===== config.mk =====
export PLATFORM = sky130hd
export DESIGN_NAME = tcdma_top
export DESIGN_NICKNAME = d
export VERILOG_FILES = /design/src/rtl/tcdma_pkg.sv /design/src/rtl/tcdma_top.sv
export SDC_FILE = /design/constraint.sdc
export NUM_CORES = 1
export LEC_CHECK = 0
export BUFFER_PORTS_ARGS = -buffer_cell sky130_fd_sc_hd__buf_2
export CORE_UTILIZATION = 35
export DETAILED_ROUTE_END_ITERATION = 12
export PLACE_DENSITY = 0.49
export SLEW_MARGIN = 20
export SYNTH_ARGS = -nofsm -noshare
export SYNTH_HDL_FRONTEND = slang
export SYNTH_SLANG_ARGS = --single-unit

===== constraint.sdc =====
create_clock -name CLK_I -period 4.2 [get_ports CLK_I]
set_clock_uncertainty 0.05 [all_clocks]
set_input_delay 0.42 -clock CLK_I [delete_from_list [all_inputs] [get_ports CLK_I]]
set_output_delay 0.42 -clock CLK_I [all_outputs]
set_load 0.03 [all_outputs]

===== src/rtl/tcdma_pkg.sv =====
package tcdma_pkg;

	// Register word offsets (byte addresses)
	localparam logic [4:0] TCDMA_SRC0_OFS   = 5'h00;
	localparam logic [4:0] TCDMA_DST0_OFS   = 5'h04;
	localparam logic [4:0] TCDMA_CNT0_OFS   = 5'h08;
	localparam logic [4:0] TCDMA_SRC1_OFS   = 5'h0C;
	localparam logic [4:0] TCDMA_DST1_OFS   = 5'h10;
	localparam logic [4:0] TCDMA_CNT1_OFS   = 5'h14;
	localparam logic [4:0] TCDMA_CTRL_OFS   = 5'h18;
	localparam logic [4:0] TCDMA_STAT_OFS   = 5'h1C;

	// Control register fields
	localparam int TCDMA_EN0_BIT   = 0;
	localparam int TCDMA_EN1_BIT   = 1;
	localparam int TCDMA_WG0_BIT   = 2;
	localparam int TCDMA_WG1_BIT   = 3;
	localparam int TCDMA_MASTER_BIT = 4;
	localparam int TCDMA_MODE0_LO  = 8;
	localparam int TCDMA_BURST_BIT = 10;
	localparam int TCDMA_EDGE0_BIT = 11;
	localparam int TCDMA_EDGE1_BIT = 12;
	localparam int TCDMA_MODE1_BIT = 13;

	localparam logic [31:0] TCDMA_CTRL_RST = 32'h0000_0000;
	localparam logic [15:0] TCDMA_CNT_ONE  = 16'h0001;
	localparam logic [15:0] TCDMA_CNT_ZERO = 16'h0000;
	localparam logic [1:0]  TCDMA_CH0_REQ_SEL = 2'h0;

	// Channel 0 transfer modes
	typedef enum logic [1:0] {
		TCDMA_M2M,
		TCDMA_M2IO,
		TCDMA_IO2M
	} tcdma_mode_e;

	// External bus request bundle
	typedef struct packed {
		logic [19:0] addr;
		logic [7:0]  wdata;
		logic        rd;
		logic        wr;
		logic        io;
	} tcdma_bus_s;

	typedef enum {
		TCDMA_IDLE,
		TCDMA_READ,
		TCDMA_WRITE
	} tcdma_state_e;

endpackage


===== src/rtl/tcdma_top.sv =====
// Behaviour
// - Missed receive register keeps request pending
// - Level request sampled, starts another cycle
// - Edge request option, one cycle per edge
// - Channel 0 outranks channel 1
// - Memory-to-IO channel 0 yields when idle
// - Memory-to-memory channel 0 blocks channel 1
// - IO cycle drives address and enable strobe
// - Zero byte count moves 65536 bytes
// - Enable write needs gate bit zero
// - Nonmaskable interrupt clears master at once unless an enable write sets it that cycle, running cycle completes
// - Setting channel enable sets master enable
// - Burst memory-to-memory runs uninterrupted
module tcdma_top
	import tcdma_pkg::*;
(
	// System
	input  wire logic        CLK_I,
	input  wire logic        RST_I,
	// Wishbone slave
	input  wire logic        CYC_I,
	input  wire logic        STB_I,
	input  wire logic        WE_I,
	input  wire logic [4:0]  ADR_I,
	input  wire logic [3:0]  SEL_I,
	input  wire logic [31:0] DAT_I,
	output logic      [31:0] DAT_O,
	output logic             ACK_O,
	// Peripheral requests and interrupt
	input  wire logic [1:0]  TRANSFER_REQUEST_IN_I,
	input  wire logic        NMI_I,
	// Shared bus master
	input  wire logic        BUS_READY_I,
	input  wire logic [7:0]  BUS_RDATA_I,
	output logic      [19:0] BUS_ADDR_O,
	output logic      [7:0]  BUS_WDATA_O,
	output logic             BUS_RD_O,
	output logic             BUS_WR_O,
	output logic             IO_ENABLE_STROBE_O,
	output logic             BUS_GRANT_O
);

	// Pin synchronisers
	logic [1:0]  req_s1_q, req_s2_q, req_s3_q;
	logic        nmi_s1_q, nmi_s2_q, nmi_s3_q;
	logic        rdy_s1_q, rdy_s2_q;
	logic [7:0]  rd_s1_q, rd_s2_q;

	// Registers
	logic [19:0] src_q [2];
	logic [19:0] dst_q [2];
	logic [15:0] cnt_q [2];
	logic        en_q [2];
	logic        master_q;
	logic [1:0]  mode0_q;
	logic        burst_q, edge0_q, edge1_q, mode1_q;
	logic [1:0]  pend_q;
	logic        ch_q, done_q;
	logic [7:0]  data_q;
	tcdma_state_e state_q;
	tcdma_bus_s  bus_q;
	logic        ack_q;
	logic [31:0] dat_q;
	logic        rdy_arm_q;

	function automatic logic [19:0] step(input logic [19:0] a);
		step = a + 20'h0_0001;
	endfunction

	// Offset match, used by write decode only
	function automatic logic hit(input logic [4:0] a, input logic [4:0] o);
		hit = a == o;
	endfunction

	wire wb_req   = CYC_I && STB_I && !ack_q;
	wire wb_wr    = wb_req && WE_I && SEL_I[0];
	wire wr_src0  = wb_wr && hit(ADR_I, TCDMA_SRC0_OFS);
	wire wr_dst0  = wb_wr && hit(ADR_I, TCDMA_DST0_OFS);
	wire wr_cnt0  = wb_wr && hit(ADR_I, TCDMA_CNT0_OFS);
	wire wr_src1  = wb_wr && hit(ADR_I, TCDMA_SRC1_OFS);
	wire wr_dst1  = wb_wr && hit(ADR_I, TCDMA_DST1_OFS);
	wire wr_cnt1  = wb_wr && hit(ADR_I, TCDMA_CNT1_OFS);
	wire wr_ctrl  = wb_wr && hit(ADR_I, TCDMA_CTRL_OFS);

	wire set_en0 = wr_ctrl && !DAT_I[TCDMA_WG0_BIT];
	wire set_en1 = wr_ctrl && !DAT_I[TCDMA_WG1_BIT];
	wire nmi_rise = nmi_s2_q && !nmi_s3_q;

	wire [1:0] req_edge = req_s2_q & ~req_s3_q;
	wire req0 = edge0_q ? pend_q[0] : req_s2_q[0];
	wire req1 = edge1_q ? pend_q[1] : req_s2_q[1];
	wire m2m0 = mode0_q == TCDMA_M2M;
	wire go0  = en_q[0] && (m2m0 || req0);
	// memory copy on channel 0 blocks channel 1
	wire go1  = en_q[1] && req1 && !go0 && !(en_q[0] && m2m0);
	wire [19:0] cur_src = src_q[ch_q];
	wire [19:0] cur_dst = dst_q[ch_q];
	wire cur_io_src = ch_q ? mode1_q : mode0_q == TCDMA_IO2M;
	wire cur_io_dst = ch_q ? !mode1_q : mode0_q == TCDMA_M2IO;
	// last byte when count reaches one
	wire last = cnt_q[ch_q] == TCDMA_CNT_ONE;

	// ready counts only once re-armed
	// Synced ready lags two cycles, so the ready of the
	// phase just ended would otherwise end the next one
	// at once; it must be seen low before it counts again
	wire rdy_ok = rdy_s2_q && rdy_arm_q;

	wire [31:0] ctrl_rd = {18'h0_0000, mode1_q, edge1_q, edge0_q,
		burst_q, mode0_q, 3'h0, master_q, 2'h0, en_q[1], en_q[0]};
	wire [31:0] rd_mux =
		ADR_I == TCDMA_SRC0_OFS ? {12'h000, src_q[0]} :
		ADR_I == TCDMA_DST0_OFS ? {12'h000, dst_q[0]} :
		ADR_I == TCDMA_CNT0_OFS ? {16'h0000, cnt_q[0]} :
		ADR_I == TCDMA_SRC1_OFS ? {12'h000, src_q[1]} :
		ADR_I == TCDMA_DST1_OFS ? {12'h000, dst_q[1]} :
		ADR_I == TCDMA_CNT1_OFS ? {16'h0000, cnt_q[1]} :
		ADR_I == TCDMA_CTRL_OFS ? ctrl_rd :
		ADR_I == TCDMA_STAT_OFS ? {29'h0000_0000, done_q,
			state_q != TCDMA_IDLE, ch_q} : 32'h0000_0000;

	// Pins are asynchronous; third stage only feeds edge detect
	// Costs two cycles of latency on every request and ready
	always_ff @(posedge CLK_I) begin
		req_s1_q <= TRANSFER_REQUEST_IN_I;
		req_s2_q <= req_s1_q;
		req_s3_q <= req_s2_q;
		nmi_s1_q <= NMI_I;
		nmi_s2_q <= nmi_s1_q;
		nmi_s3_q <= nmi_s2_q;
		rdy_s1_q <= BUS_READY_I;
		rdy_s2_q <= rdy_s1_q;
		rd_s1_q  <= BUS_RDATA_I;
		rd_s2_q  <= rd_s1_q;
	end

	// Ack one cycle after take, never two in a row
	// Read data stands only with ack
	always_ff @(posedge CLK_I) begin
		if (RST_I) begin
			ack_q <= 1'b0;
			dat_q <= 32'h0000_0000;
		end else begin
			ack_q <= wb_req;
			dat_q <= wb_req ? rd_mux : 32'h0000_0000;
		end
	end

	assign ACK_O = ack_q;
	assign DAT_O = dat_q;
	assign BUS_ADDR_O = bus_q.addr;
	assign BUS_WDATA_O = bus_q.wdata;
	assign BUS_RD_O = bus_q.rd;
	assign BUS_WR_O = bus_q.wr;
	assign IO_ENABLE_STROBE_O = bus_q.io;

	always_ff @(posedge CLK_I) begin
		if (RST_I) begin
			for (int i = 0; i < 2; i++) begin
				src_q[i] <= 20'h0_0000;
				dst_q[i] <= 20'h0_0000;
				cnt_q[i] <= TCDMA_CNT_ZERO;
				en_q[i]  <= 1'b0;
			end
			master_q <= 1'b0;
			mode0_q  <= 2'h0;
			burst_q  <= 1'b0;
			edge0_q  <= 1'b0;
			edge1_q  <= 1'b0;
			mode1_q  <= 1'b0;
			pend_q   <= 2'h0;
			ch_q     <= 1'b0;
			done_q   <= 1'b0;
			data_q   <= 8'h00;
			state_q  <= TCDMA_IDLE;
			bus_q    <= '0;
			rdy_arm_q <= 1'b0;
			BUS_GRANT_O <= 1'b0;
		end else begin
			// Re-arm once the old ready has drained
			if (!rdy_s2_q)
				rdy_arm_q <= 1'b1;
			// Edge latch; set wins over the consuming clear
			if (state_q == TCDMA_WRITE && rdy_ok)
				pend_q[ch_q] <= 1'b0;
			for (int i = 0; i < 2; i++) begin
				if (req_edge[i])
					pend_q[i] <= 1'b1;
			end
			if (wr_src0) src_q[0] <= DAT_I[19:0];
			if (wr_dst0) dst_q[0] <= DAT_I[19:0];
			if (wr_cnt0) cnt_q[0] <= DAT_I[15:0];
			if (wr_src1) src_q[1] <= DAT_I[19:0];
			if (wr_dst1) dst_q[1] <= DAT_I[19:0];
			if (wr_cnt1) cnt_q[1] <= DAT_I[15:0];
			if (wr_ctrl) begin
				mode0_q <= DAT_I[TCDMA_MODE0_LO+:2];
				burst_q <= DAT_I[TCDMA_BURST_BIT];
				edge0_q <= DAT_I[TCDMA_EDGE0_BIT];
				edge1_q <= DAT_I[TCDMA_EDGE1_BIT];
				mode1_q <= DAT_I[TCDMA_MODE1_BIT];
				done_q  <= 1'b0;
			end
			if (set_en0) en_q[0] <= DAT_I[TCDMA_EN0_BIT];
			if (set_en1) en_q[1] <= DAT_I[TCDMA_EN1_BIT];
			if ((set_en0 && DAT_I[TCDMA_EN0_BIT]) ||
			    (set_en1 && DAT_I[TCDMA_EN1_BIT]))
				master_q <= 1'b1;
			else if (nmi_rise)
				master_q <= 1'b0;
			case (state_q)
				TCDMA_IDLE: begin
					if (master_q && !nmi_rise && (go0 || go1)) begin
						ch_q <= go1;
						BUS_GRANT_O <= 1'b1;
						state_q <= TCDMA_READ;
						bus_q.addr <= go1 ? src_q[1] : src_q[0];
						bus_q.rd <= 1'b1;
						bus_q.wr <= 1'b0;
						bus_q.io <= go1 ? mode1_q :
							mode0_q == TCDMA_IO2M;
					end else begin
						BUS_GRANT_O <= 1'b0;
					end
				end
				TCDMA_READ: begin
					if (rdy_ok) begin
						rdy_arm_q <= 1'b0;
						data_q <= rd_s2_q;
						bus_q.addr <= cur_dst;
						bus_q.wdata <= rd_s2_q;
						bus_q.rd <= 1'b0;
						bus_q.wr <= 1'b1;
						bus_q.io <= cur_io_dst;
						state_q <= TCDMA_WRITE;
					end
				end
				TCDMA_WRITE: begin
					if (rdy_ok) begin
						rdy_arm_q <= 1'b0;
						bus_q <= '0;
						if (!cur_io_src)
							src_q[ch_q] <= step(cur_src);
						if (!cur_io_dst)
							dst_q[ch_q] <= step(cur_dst);
						cnt_q[ch_q] <= cnt_q[ch_q] - TCDMA_CNT_ONE;
						if (last) begin
							en_q[ch_q] <= 1'b0;
							done_q <= 1'b1;
						end
						if (!last && !ch_q && m2m0 && burst_q &&
						    master_q && !nmi_rise) begin
							state_q <= TCDMA_READ;
							bus_q.addr <= step(cur_src);
							bus_q.rd <= 1'b1;
						end else begin
							state_q <= TCDMA_IDLE;
						end
					end
				end
				default: state_q <= TCDMA_IDLE;
			endcase
		end
	end

	// serial request clears only by target access (outside)
	// Limitation: a wrong I/O address leaves that request pending,
	// so a level channel keeps moving bytes until its count ends
	wire unused = ^data_q;

endmodule


== Word-level counts from Yosys, hierarchy flattened ==
Memories as Yosys holds them, arrays and structs flattened. A register that Yosys moved wholly into a read port is not among the register bits.
Cells that the tools add are included.
Widths: inputs -> output; s select.
Word-level totals
  memories kept: 4
  output and inout port bits: 65
  register bits after elaboration: 136
  bits in writable memories: 114
  input bits: 58
  logic and storage cells: 231
Operators by class
  $add $sub $neg: 3
  bitwise operators: 13
  mux-type cells: 102
  eq/ne operators: 16
  reduce and logical (&&, ||, !) cells: 60
  magnitude comparators: 2
Memories
  dst_q: depth 2, width 20, read ports 3, clocked after memory_dff 1, wr ports 3, RTL line tcdma_top.sv:51  | logic [19:0] dst_q [2];
  src_q: depth 2, width 20, read ports 3, clocked after memory_dff 1, wr ports 3, RTL line tcdma_top.sv:50  | logic [19:0] src_q [2];
  cnt_q: depth 2, width 16, read ports 3, clocked after memory_dff 1, wr ports 3, RTL line tcdma_top.sv:52  | logic [15:0] cnt_q [2];
  en_q: depth 2, width 1, read ports 2, clocked after memory_dff 0, wr ports 3, RTL line tcdma_top.sv:53  | logic en_q [2];
Operators with widths (number)
  $mux 20: 12
  $mux 32: 3
  $pmux 32 s3: 1
  $mux 1: 73
  $mux 31: 2
  $pmux 20 s3: 1
  $mux 16: 3
  $add 20x1->20 const B: 2
  $eq 32x1->1 const B: 1
  $eq 32x2->1 const B: 1
  $eq 32x3->1 const B: 1
  $logic_not 32->1: 1
  $reduce_bool 32->1: 1
  $logic_and 1x1->1: 31
  $eq 5x5->1 const B: 4
  $eq 16x1->1 const B: 1
  $pmux 8 s2: 1
  $sub 16x1->16 const B: 1
  $mux 14: 1
  $eq 5x4->1 const B: 2
  $logic_not 1->1: 10
  $pmux 3 s3: 1
  $reduce_or 9->1: 1
  $or 1x1->1: 8
  21 further kinds: 33

== Longest topological paths before layout ==
Gate-level depths: netlist of run 1.
  depth after elaboration: 11
  mapped depth: 15

== Least setup slack after synthesis of run 1 ==
No wires, ideal clock.
  path type: reg2reg
  start point: reg (tool-made name)
  end point: reg bus_q, in the netlist BUS_ADDR_O[6]
  stages on the path, launching flop included: 15
  arrival: 3.141 ns
  data required time: 4.059 ns
  path buffers: 7
  path slack: 0.918 ns
  setup time: 0.091 ns
  cell sequence: dfxtp_1 -> buf_6 -> buf_8 -> buf_6 -> buf_4 -> buf_4 -> buf_2 -> buf_2 -> mux2_2 -> ha_1 -> nand4b_1 -> a22oi_1 -> xor2_1 -> or3_1 -> a311oi_1
RTL lines
  end, declared: RTL line tcdma_top.sv:61  | tcdma_bus_s bus_q;

==> results of run 1 <==
[state kept, by name, indices dropped and copies added (netlist names), 8 cells and up, named ones only]
register / cells
dst_q: 40
src_q: 40
cnt_q: 32
BUS_ADDR_O: 20
DAT_O: 20
BUS_WDATA_O: 8
rd_s1_q: 8
rd_s2_q: 8
[worst paths after layout]
path / from / to / slack [ns] / cells past startpoint
min: ADR_I[0] / DAT_O[13]$_SDFF_PP0_ / 0.14 / 2
min reg2reg: rd_s1_q[0]$_DFF_P_ / rd_s2_q[0]$_DFF_P_ / 0.27 / 0
max: register / dst_q[0][19]$_DFFE_PP_ / 0.88 / 7
max reg2reg: register / dst_q[0][19]$_DFFE_PP_ / 0.88 / 7
[metal layers]
| layer | global-route usage [%] | up-vias | share of wire [%] |
|---|---|---|---|
| met4 | 6.633 | 0 | 2.8 |
| met1 | 29.74 | 4850 | 43 |
| met3 | 2.253 | 57 | 4.5 |
| met5 | 0 | - | 0 |
| li1 | - | 4671 | - |
| met2 | 40.47 | 291 | 50 |
[timing repair]
| action | CTS | global route |
|---|---|---|
| hold buffers | 12 | 0 |
| endpoints found under the setup margin | 0 | 0 |
| hold endpoints to repair | 12 | 0 |
[logic make-up after synthesis]
kind of cell | Yosys count | synth area share, %
AOI/OAI and AO/OA | 302 | 16.00
adders and majority gates | 8 | 0.8587
other | 1 | 0.03217
DFF | 209 | 45.51
buffers and inverters | 118 | 4.776
muxes | 112 | 10.31
xor gates and xnor gates | 49 | 3.681
and+or+nand+nor | 419 | 18.83
[per-stage QoR]
stage | setup slack [ns] | utilization [%] | power (mW) | std cells
finish | 0.8755 | 41.41 | 4.857 | 1754
global route | 0.6325 | 41.41 | 5.007 | 1754
CTS | 0.8836 | 41.41 | 4.896 | 1754
detailed placement | 0.9124 | 38.38 | 2.618 | 1697
global placement | 0.9347 | 38.38 | 2.615 | 1697
floorplan | 0.9179 | - | 2.481 | 1229
[cells in the final DEF (no fill, tap or decap), types with 10 or more instances in the layout]
cell type        n
o21ai_0        142
nand3_1        135
edfxtp_1       112
dfxtp_1         96
buf_2           95
nor2_1          81
mux2i_1         76
nand2_1         60
a21oi_1         49
buf_4           35
mux2_2          32
clkbuf_16       28
xor2_1          26
nor3_1          24
a311oi_1        24
xnor2_1         23
nand2b_1        22
nand3b_1        18
or3_1           14
a22oi_1         14
inv_1           13
nand4_1         13
nor3b_1         12
conb_1          12
dlygate4sd3_1   12
a211oi_1        10
[report_power, final]
group / switching, mW / internal, mW / leakage (nW)
Combinational: 0.218 / 0.108 / 2.30
Clock: 0.905 / 1.37 / 0.440
Sequential: 0.0532 / 2.21 / 1.95
Total: 1.18 / 3.68 / 4.69
[area by class of cell]
class,instances,share of cell area (%)
inverter,14,0.3890
timing repair buffer,142,6.354
clock inverter,10,0.6021
clock buffer,35,5.826
tap,442,4.094
multi-input combinational,902,43.43
sequential,209,39.30
[cells in the mapped netlist, types with 14 or more instances]
cell type,count,area share (%)
a21oi_1,49,2.1
xnor2_1,23,1.7
nor3_1,24,1.0
dfxtp_1,97,17
or3_1,14,0.75
nand3_1,135,5.8
edfxtp_1,112,29
mux2i_1,76,6.5
nor2_1,81,2.6
buf_4,18,1.2
nand2_1,60,1.9
nand3b_1,18,1.2
clkbuf_1,67,2.2
a311oi_1,24,1.8
xor2_1,26,2.0
a22oi_1,14,0.90
mux2_2,32,3.1
o21ai_0,144,6.2
nand2b_1,22,1.2
==> impl_metrics.toml, run 1 <==
[timing]
fin_setup_tns_ns = 0
post-route-min-period_ns = 3.324
setup_viol = 0
fin_crit_sh_pct = 79.15
rsz0062_at_grt = "no"
slew_violations = 0
max_clock_freq_mhz = 300.8
slew_headroom_pct = 28.60
hold_viol = 0
tightestPinTransition_ns = 1.063
fin_hold_ws_ns = 0.1396

[die]
dieArea_sq_mm = 0.03404
io_pins = 123
die_h_microns = 184.5
core_sq_mm = 0.03262
die_w_microns = 184.5
start_util_pct = 35.74
rows = 66

[critical_path]
start_kind = "register"
cp_max_fo = 44
critPathKind = "reg2reg"
critical_path.endpoint_type = "register"
max_stage_delay_ns = 0.70
crit_required_ns = 4.41
cp_top_family = "flip-flops"
crit_buf_inv = 1
crit_slowest_cell = "dfxtp_4"
cp.arrival_ns = 3.53
worstPathCellList = "buf_4 > mux2i_1 > a221oi_2 > nand4_2 > nor4_2 > xor2_1 > o21ai_0"

[cells_and_area]
finalNetCount = 1360
multi_input_area_sq_mm = 0.005867
final_area_sq_mm = 0.01351
regArea_sq_mm = 0.005309
drive_gt1_share_pct = 17.76
final.fill_count = 3253
areaGrowthSynthToFinish_pct = 15.87
diodes = 0

[synthesis]
syn_area_sq_mm = 0.01166
async_reset_ff_share_pct = 0
avgSynthCellArea_sq_um = 9.571
synth_edf_count = 112
synth_cell_types = 73
ys_seq_area_share_pct = 45.51
ys_warn_count = 0
ys_seq_elements = 209
synth_ff_type = "edfxtp_1"
synth_cells = 1218

[worst_hold_path]
hold_path_class = "in2reg"

[detailed_routing]
drt_pre_antenna_iters = 5
routedWlPerCell_microns = 22.45
ant_nets = 0
drt-vias-per-instance = 5.627
drc_errors = 0
wl_microns = 39370
vias = 9869
drt-initial-drc-count = 852

[clock_network]
cts.repair.resized = 0
cts_max_path_buffers = 3
clkLatencyLatePin_ns = 0.54
cts_tree = "done"
cts-buffers-inserted = 25
cts_setup_buffers = 0
clk_pin_slew_ns = 0.06
ctsRootBufferMaster = "clkbuf_16"
htreeDepth = 1
clock-sinks = 209

[grt]
grt_use_total_pct = 23.02
grt_max_degree = 49
antenna_found_initial = 0
grt_pass1_vias = 9340
gr-total-overflow = 0
grt_pass1_wl_microns = 58480

[run_status]
status = "finished clean"

[flow_run]
cap_violations = 0

[placement]
placed_cell_area_sq_mm = 0.01252
hpwlAfterDp_microns = 28040
io_buffers = 95
gp_congestion = 0.8809

[pwr]
power_density_mw_per_mm2 = 359.6
vdd_ir_drop_max_v = 0.0002953
power_leakage_nw = 4.689
Power figures use the tool's default switching activity.
==> run 2: changes to the inputs <==
--- a/config.mk
+++ b/config.mk
@@ -5,6 +5,7 @@
 export SDC_FILE = /design/constraint.sdc
 export NUM_CORES = 1
 export LEC_CHECK = 0
+export ABC_AREA = 1
 export BUFFER_PORTS_ARGS = -buffer_cell sky130_fd_sc_hd__buf_2
 export CORE_UTILIZATION = 35
 export DETAILED_ROUTE_END_ITERATION = 12
==> constraint.sdc (replaced) <==
create_clock -name CLK_I -period 3.1 [get_ports CLK_I]
set_clock_uncertainty 0.05 [all_clocks]
set_input_delay 0.31 -clock CLK_I [delete_from_list [all_inputs] [get_ports CLK_I]]
set_output_delay 0.31 -clock CLK_I [all_outputs]
set_load 0.03 [all_outputs]
==> run 2 against run 1 <==
Compared with the run above:
- total power grew 56%
- global-route usage grew 2.2 points
- sequential power grew 41%
- setup slack lost 0.42 ns
- register-to-register slack lost 0.42 ns
- first-iteration DRC count grew 15%
==> impl_metrics.toml, run 2 <==
[critical_path]
cp.arrival_ns = 2.88
cp_top_family = "simple AND/OR/NAND/NOR gates"
rr_endpoint = "dst_q[1][14]$_DFFE_PP_"
max_stage_delay_ns = 0.51
critPathKind = "reg2reg"
critical_path.endpoint_type = "register"
start_kind = "register"
crit_required_ns = 3.33
crit_slowest_cell = "dfxtp_4"
worstPathCellList = "buf_4 > o21ai_1 > inv_1 > ha_1 > nand3_1 > nor2_1 > nand3_1 > xor2_1 > inv_1 > o21ai_0"
worst-path-stages = 10
r2r_slack_ns = 0.45
crit_buf_inv = 3
reg2reg_depth = 10
cp_max_fo = 19

[run_status]
status = "finished clean"

[synthesis]
ys_seq_elements = 209
synth_common_cells = "nand2_1, inv_1, nor2_1, o21ai_0, nand3_1"
ys_warn_count = 0
synthTopCellsByArea = "edfxtp_1, nand2_1, dfxtp_1"
yosys.area.top_type_share_pct = 27.70
yosysTopAreaCell = "edfxtp_1"
synth_ff_type = "edfxtp_1"
syn_area_sq_mm = 0.01214
synth_cells = 1721
async_reset_ff_share_pct = 0
avgSynthCellArea_sq_um = 7.056
yosysMostFrequentCell = "nand2_1"
synth_edf_count = 112
ys_seq_area_share_pct = 43.69
synth_cell_types = 44

[grt]
antenna_found_initial = 0
gr-total-overflow = 0
grt_use_total_pct = 25.21
grt_max_degree = 45
grt_pass1_wl_microns = 67030
grt_pass1_vias = 10930

[placement]
io_buffers = 95
gp_congestion = 0.9254
hpwlAfterDp_microns = 34210
dpl_worst_slack_ns = 0.4562

[clock_network]
cts-buffers-inserted = 26
clk_pin_slew_ns = 0.06
cts_max_path_buffers = 3
cts_setup_buffers = 0
clkLatencyLatePin_ns = 0.56
cts_tree = "done"
htreeDepth = 1
clock-sinks = 209
ctsRootBufferMaster = "clkbuf_16"

[detailed_routing]
vias = 11710
ant_nets = 0
drt_pre_antenna_iters = 5
wl_microns = 44840
routedWlPerCell_microns = 19.50
drt-initial-drc-count = 981
drc_errors = 0
drt-vias-per-instance = 5.093

[cells_and_area]
layout.cells.most_common_list = "nand2_1, inv_1, nor2_1, o21ai_0, nand3_1"
final_common_cell = "nand2_1"
areaGrowthSynthToFinish_pct = 16.54
reg_top3 = "dst_q x40, src_q x40, cnt_q x32"
finalNetCount = 1898
drive_gt1_share_pct = 12.21
diodes = 0

[timing]
slew_violations = 0
post-route-min-period_ns = 2.648
fin_setup_tns_ns = 0
tightestPinTransition_ns = 0.8178
slew_headroom_pct = 45.42
max_clock_freq_mhz = 377.7
fin_crit_sh_pct = 85.41
hold_viol = 0
rsz0062_at_grt = "no"
setup_ws_ns = 0.4522
setup_viol = 0

[die]
core_sq_mm = 0.03387
die_w_microns = 188.3
rows = 67
io_pins = 123
dieArea_sq_mm = 0.03544
start_util_pct = 35.85
die_h_microns = 188.3

[worst_hold_path]
hp-start = "DAT_I[17]"
hold_end = "dst_q[0][17]$_DFFE_PP_"
hold_depth = 3
hold_path_class = "in2reg"

[flow_run]
cap_violations = 0

[pwr]
power_density_mw_per_mm2 = 535.0
vdd_ir_drop_max_v = 0.0004033
power_leakage_nw = 6.275
[run 2: changes by cell type after synthesis, moves of 19 or more]
cell / delta
nand2_1: +510
inv_1: +176
mux2i_1: -76
nor2_1: +71
mux2_2: -32
a21oi_1: +24
a311oi_1: -24
clkbuf_1: -22
nand2b_1: -22
o21ai_1: +20
xnor2_1: -19
[run 2: worst max-delay path by stage]
stage | startpoint | to | slack (ns)
finish | register | dst_q[1][14]$_DFFE_PP_ | 0.45
global route | register | src_q[0][10]$_DFFE_PP_ | 0.22
CTS | register | src_q[0][8]$_DFFE_PP_ | 0.46
detailed placement | register | dst_q[1][14]$_DFFE_PP_ | 0.46
global placement | register | BUS_ADDR_O[11]$_SDFFE_PP0P_ | 0.47
floorplan | state_q[0]$_SDFFE_PP0P_ | src_q[0][0]$_DFFE_PP_ | 0.68
[run 2: kinds of logic after synthesis]
| kind of cell | Yosys count | synth area share [%] |
|---|---|---|
| simple gates | 909 | 30.91 |
| flops | 209 | 43.69 |
| buf+inv | 281 | 9.902 |
| other cells | 1 | 0.03088 |
| fa+ha+maj | 8 | 0.8244 |
| xor+xnor | 32 | 2.370 |
| compound gates | 281 | 12.27 |
[run 2: metal layers]
layer	track usage [%]	wire length, microns	vias up
li1	-	-	5766
met1	33.69	19730	5428
met2	41.48	20570	437
met3	3.595	2997	78
met4	8.787	1545	0
met5	0	0	-
[run 2: worst min-delay path, cell delays in order]
cell and delay [ns]:
buf_2 0.12, nand3_1 0.08, nand2_1 0.06
[run 2: final cells by class]
| class | instances | area, sq um |
|---|---|---|
| Tap cell | 448 | 560.5 |
| Clock buffer | 38 | 810.8 |
| Sequential cell | 209 | 5309 |
| Timing Repair Buffer | 157 | 970.9 |
| Fill cell | 3635 | 19720 |
| Multi-Input combinational cell | 1242 | 5687 |
| Inverter | 196 | 738.2 |
| Clock inverter | 9 | 75.07 |
[run 2: what timing repair did]
action	in CTS	in global routing
endpoints found under the setup margin	0	0
gates resized for setup	0	0
hold buffers	12	0
endpoints found under the hold margin	12	0
[run 2: power breakdown]
part	switching [mW]	total (mW)	internal (mW)	leakage (nW)
clock	1.24	3.13	1.89	0.443
combinational	0.908	1.25	0.343	3.88
sequential	0.0971	3.19	3.09	1.95
[run 2: per-stage QoR]
stage                     instance area [sq um]  util (%)  hold WS, ns  std cells  power (mW)
after detailed placement                  13150     38.81       0.2621       2240       4.491
after CTS                                 14150     41.78      0.06670       2299       7.634
after global routing                      14150     41.78       0.1076       2299       7.896
final                                     14150     41.78      0.07911       2299       7.571
after global placement                    13150     38.81       0.2607       2240       4.486
after floorplan                           12180         -       0.2596       1732       4.045
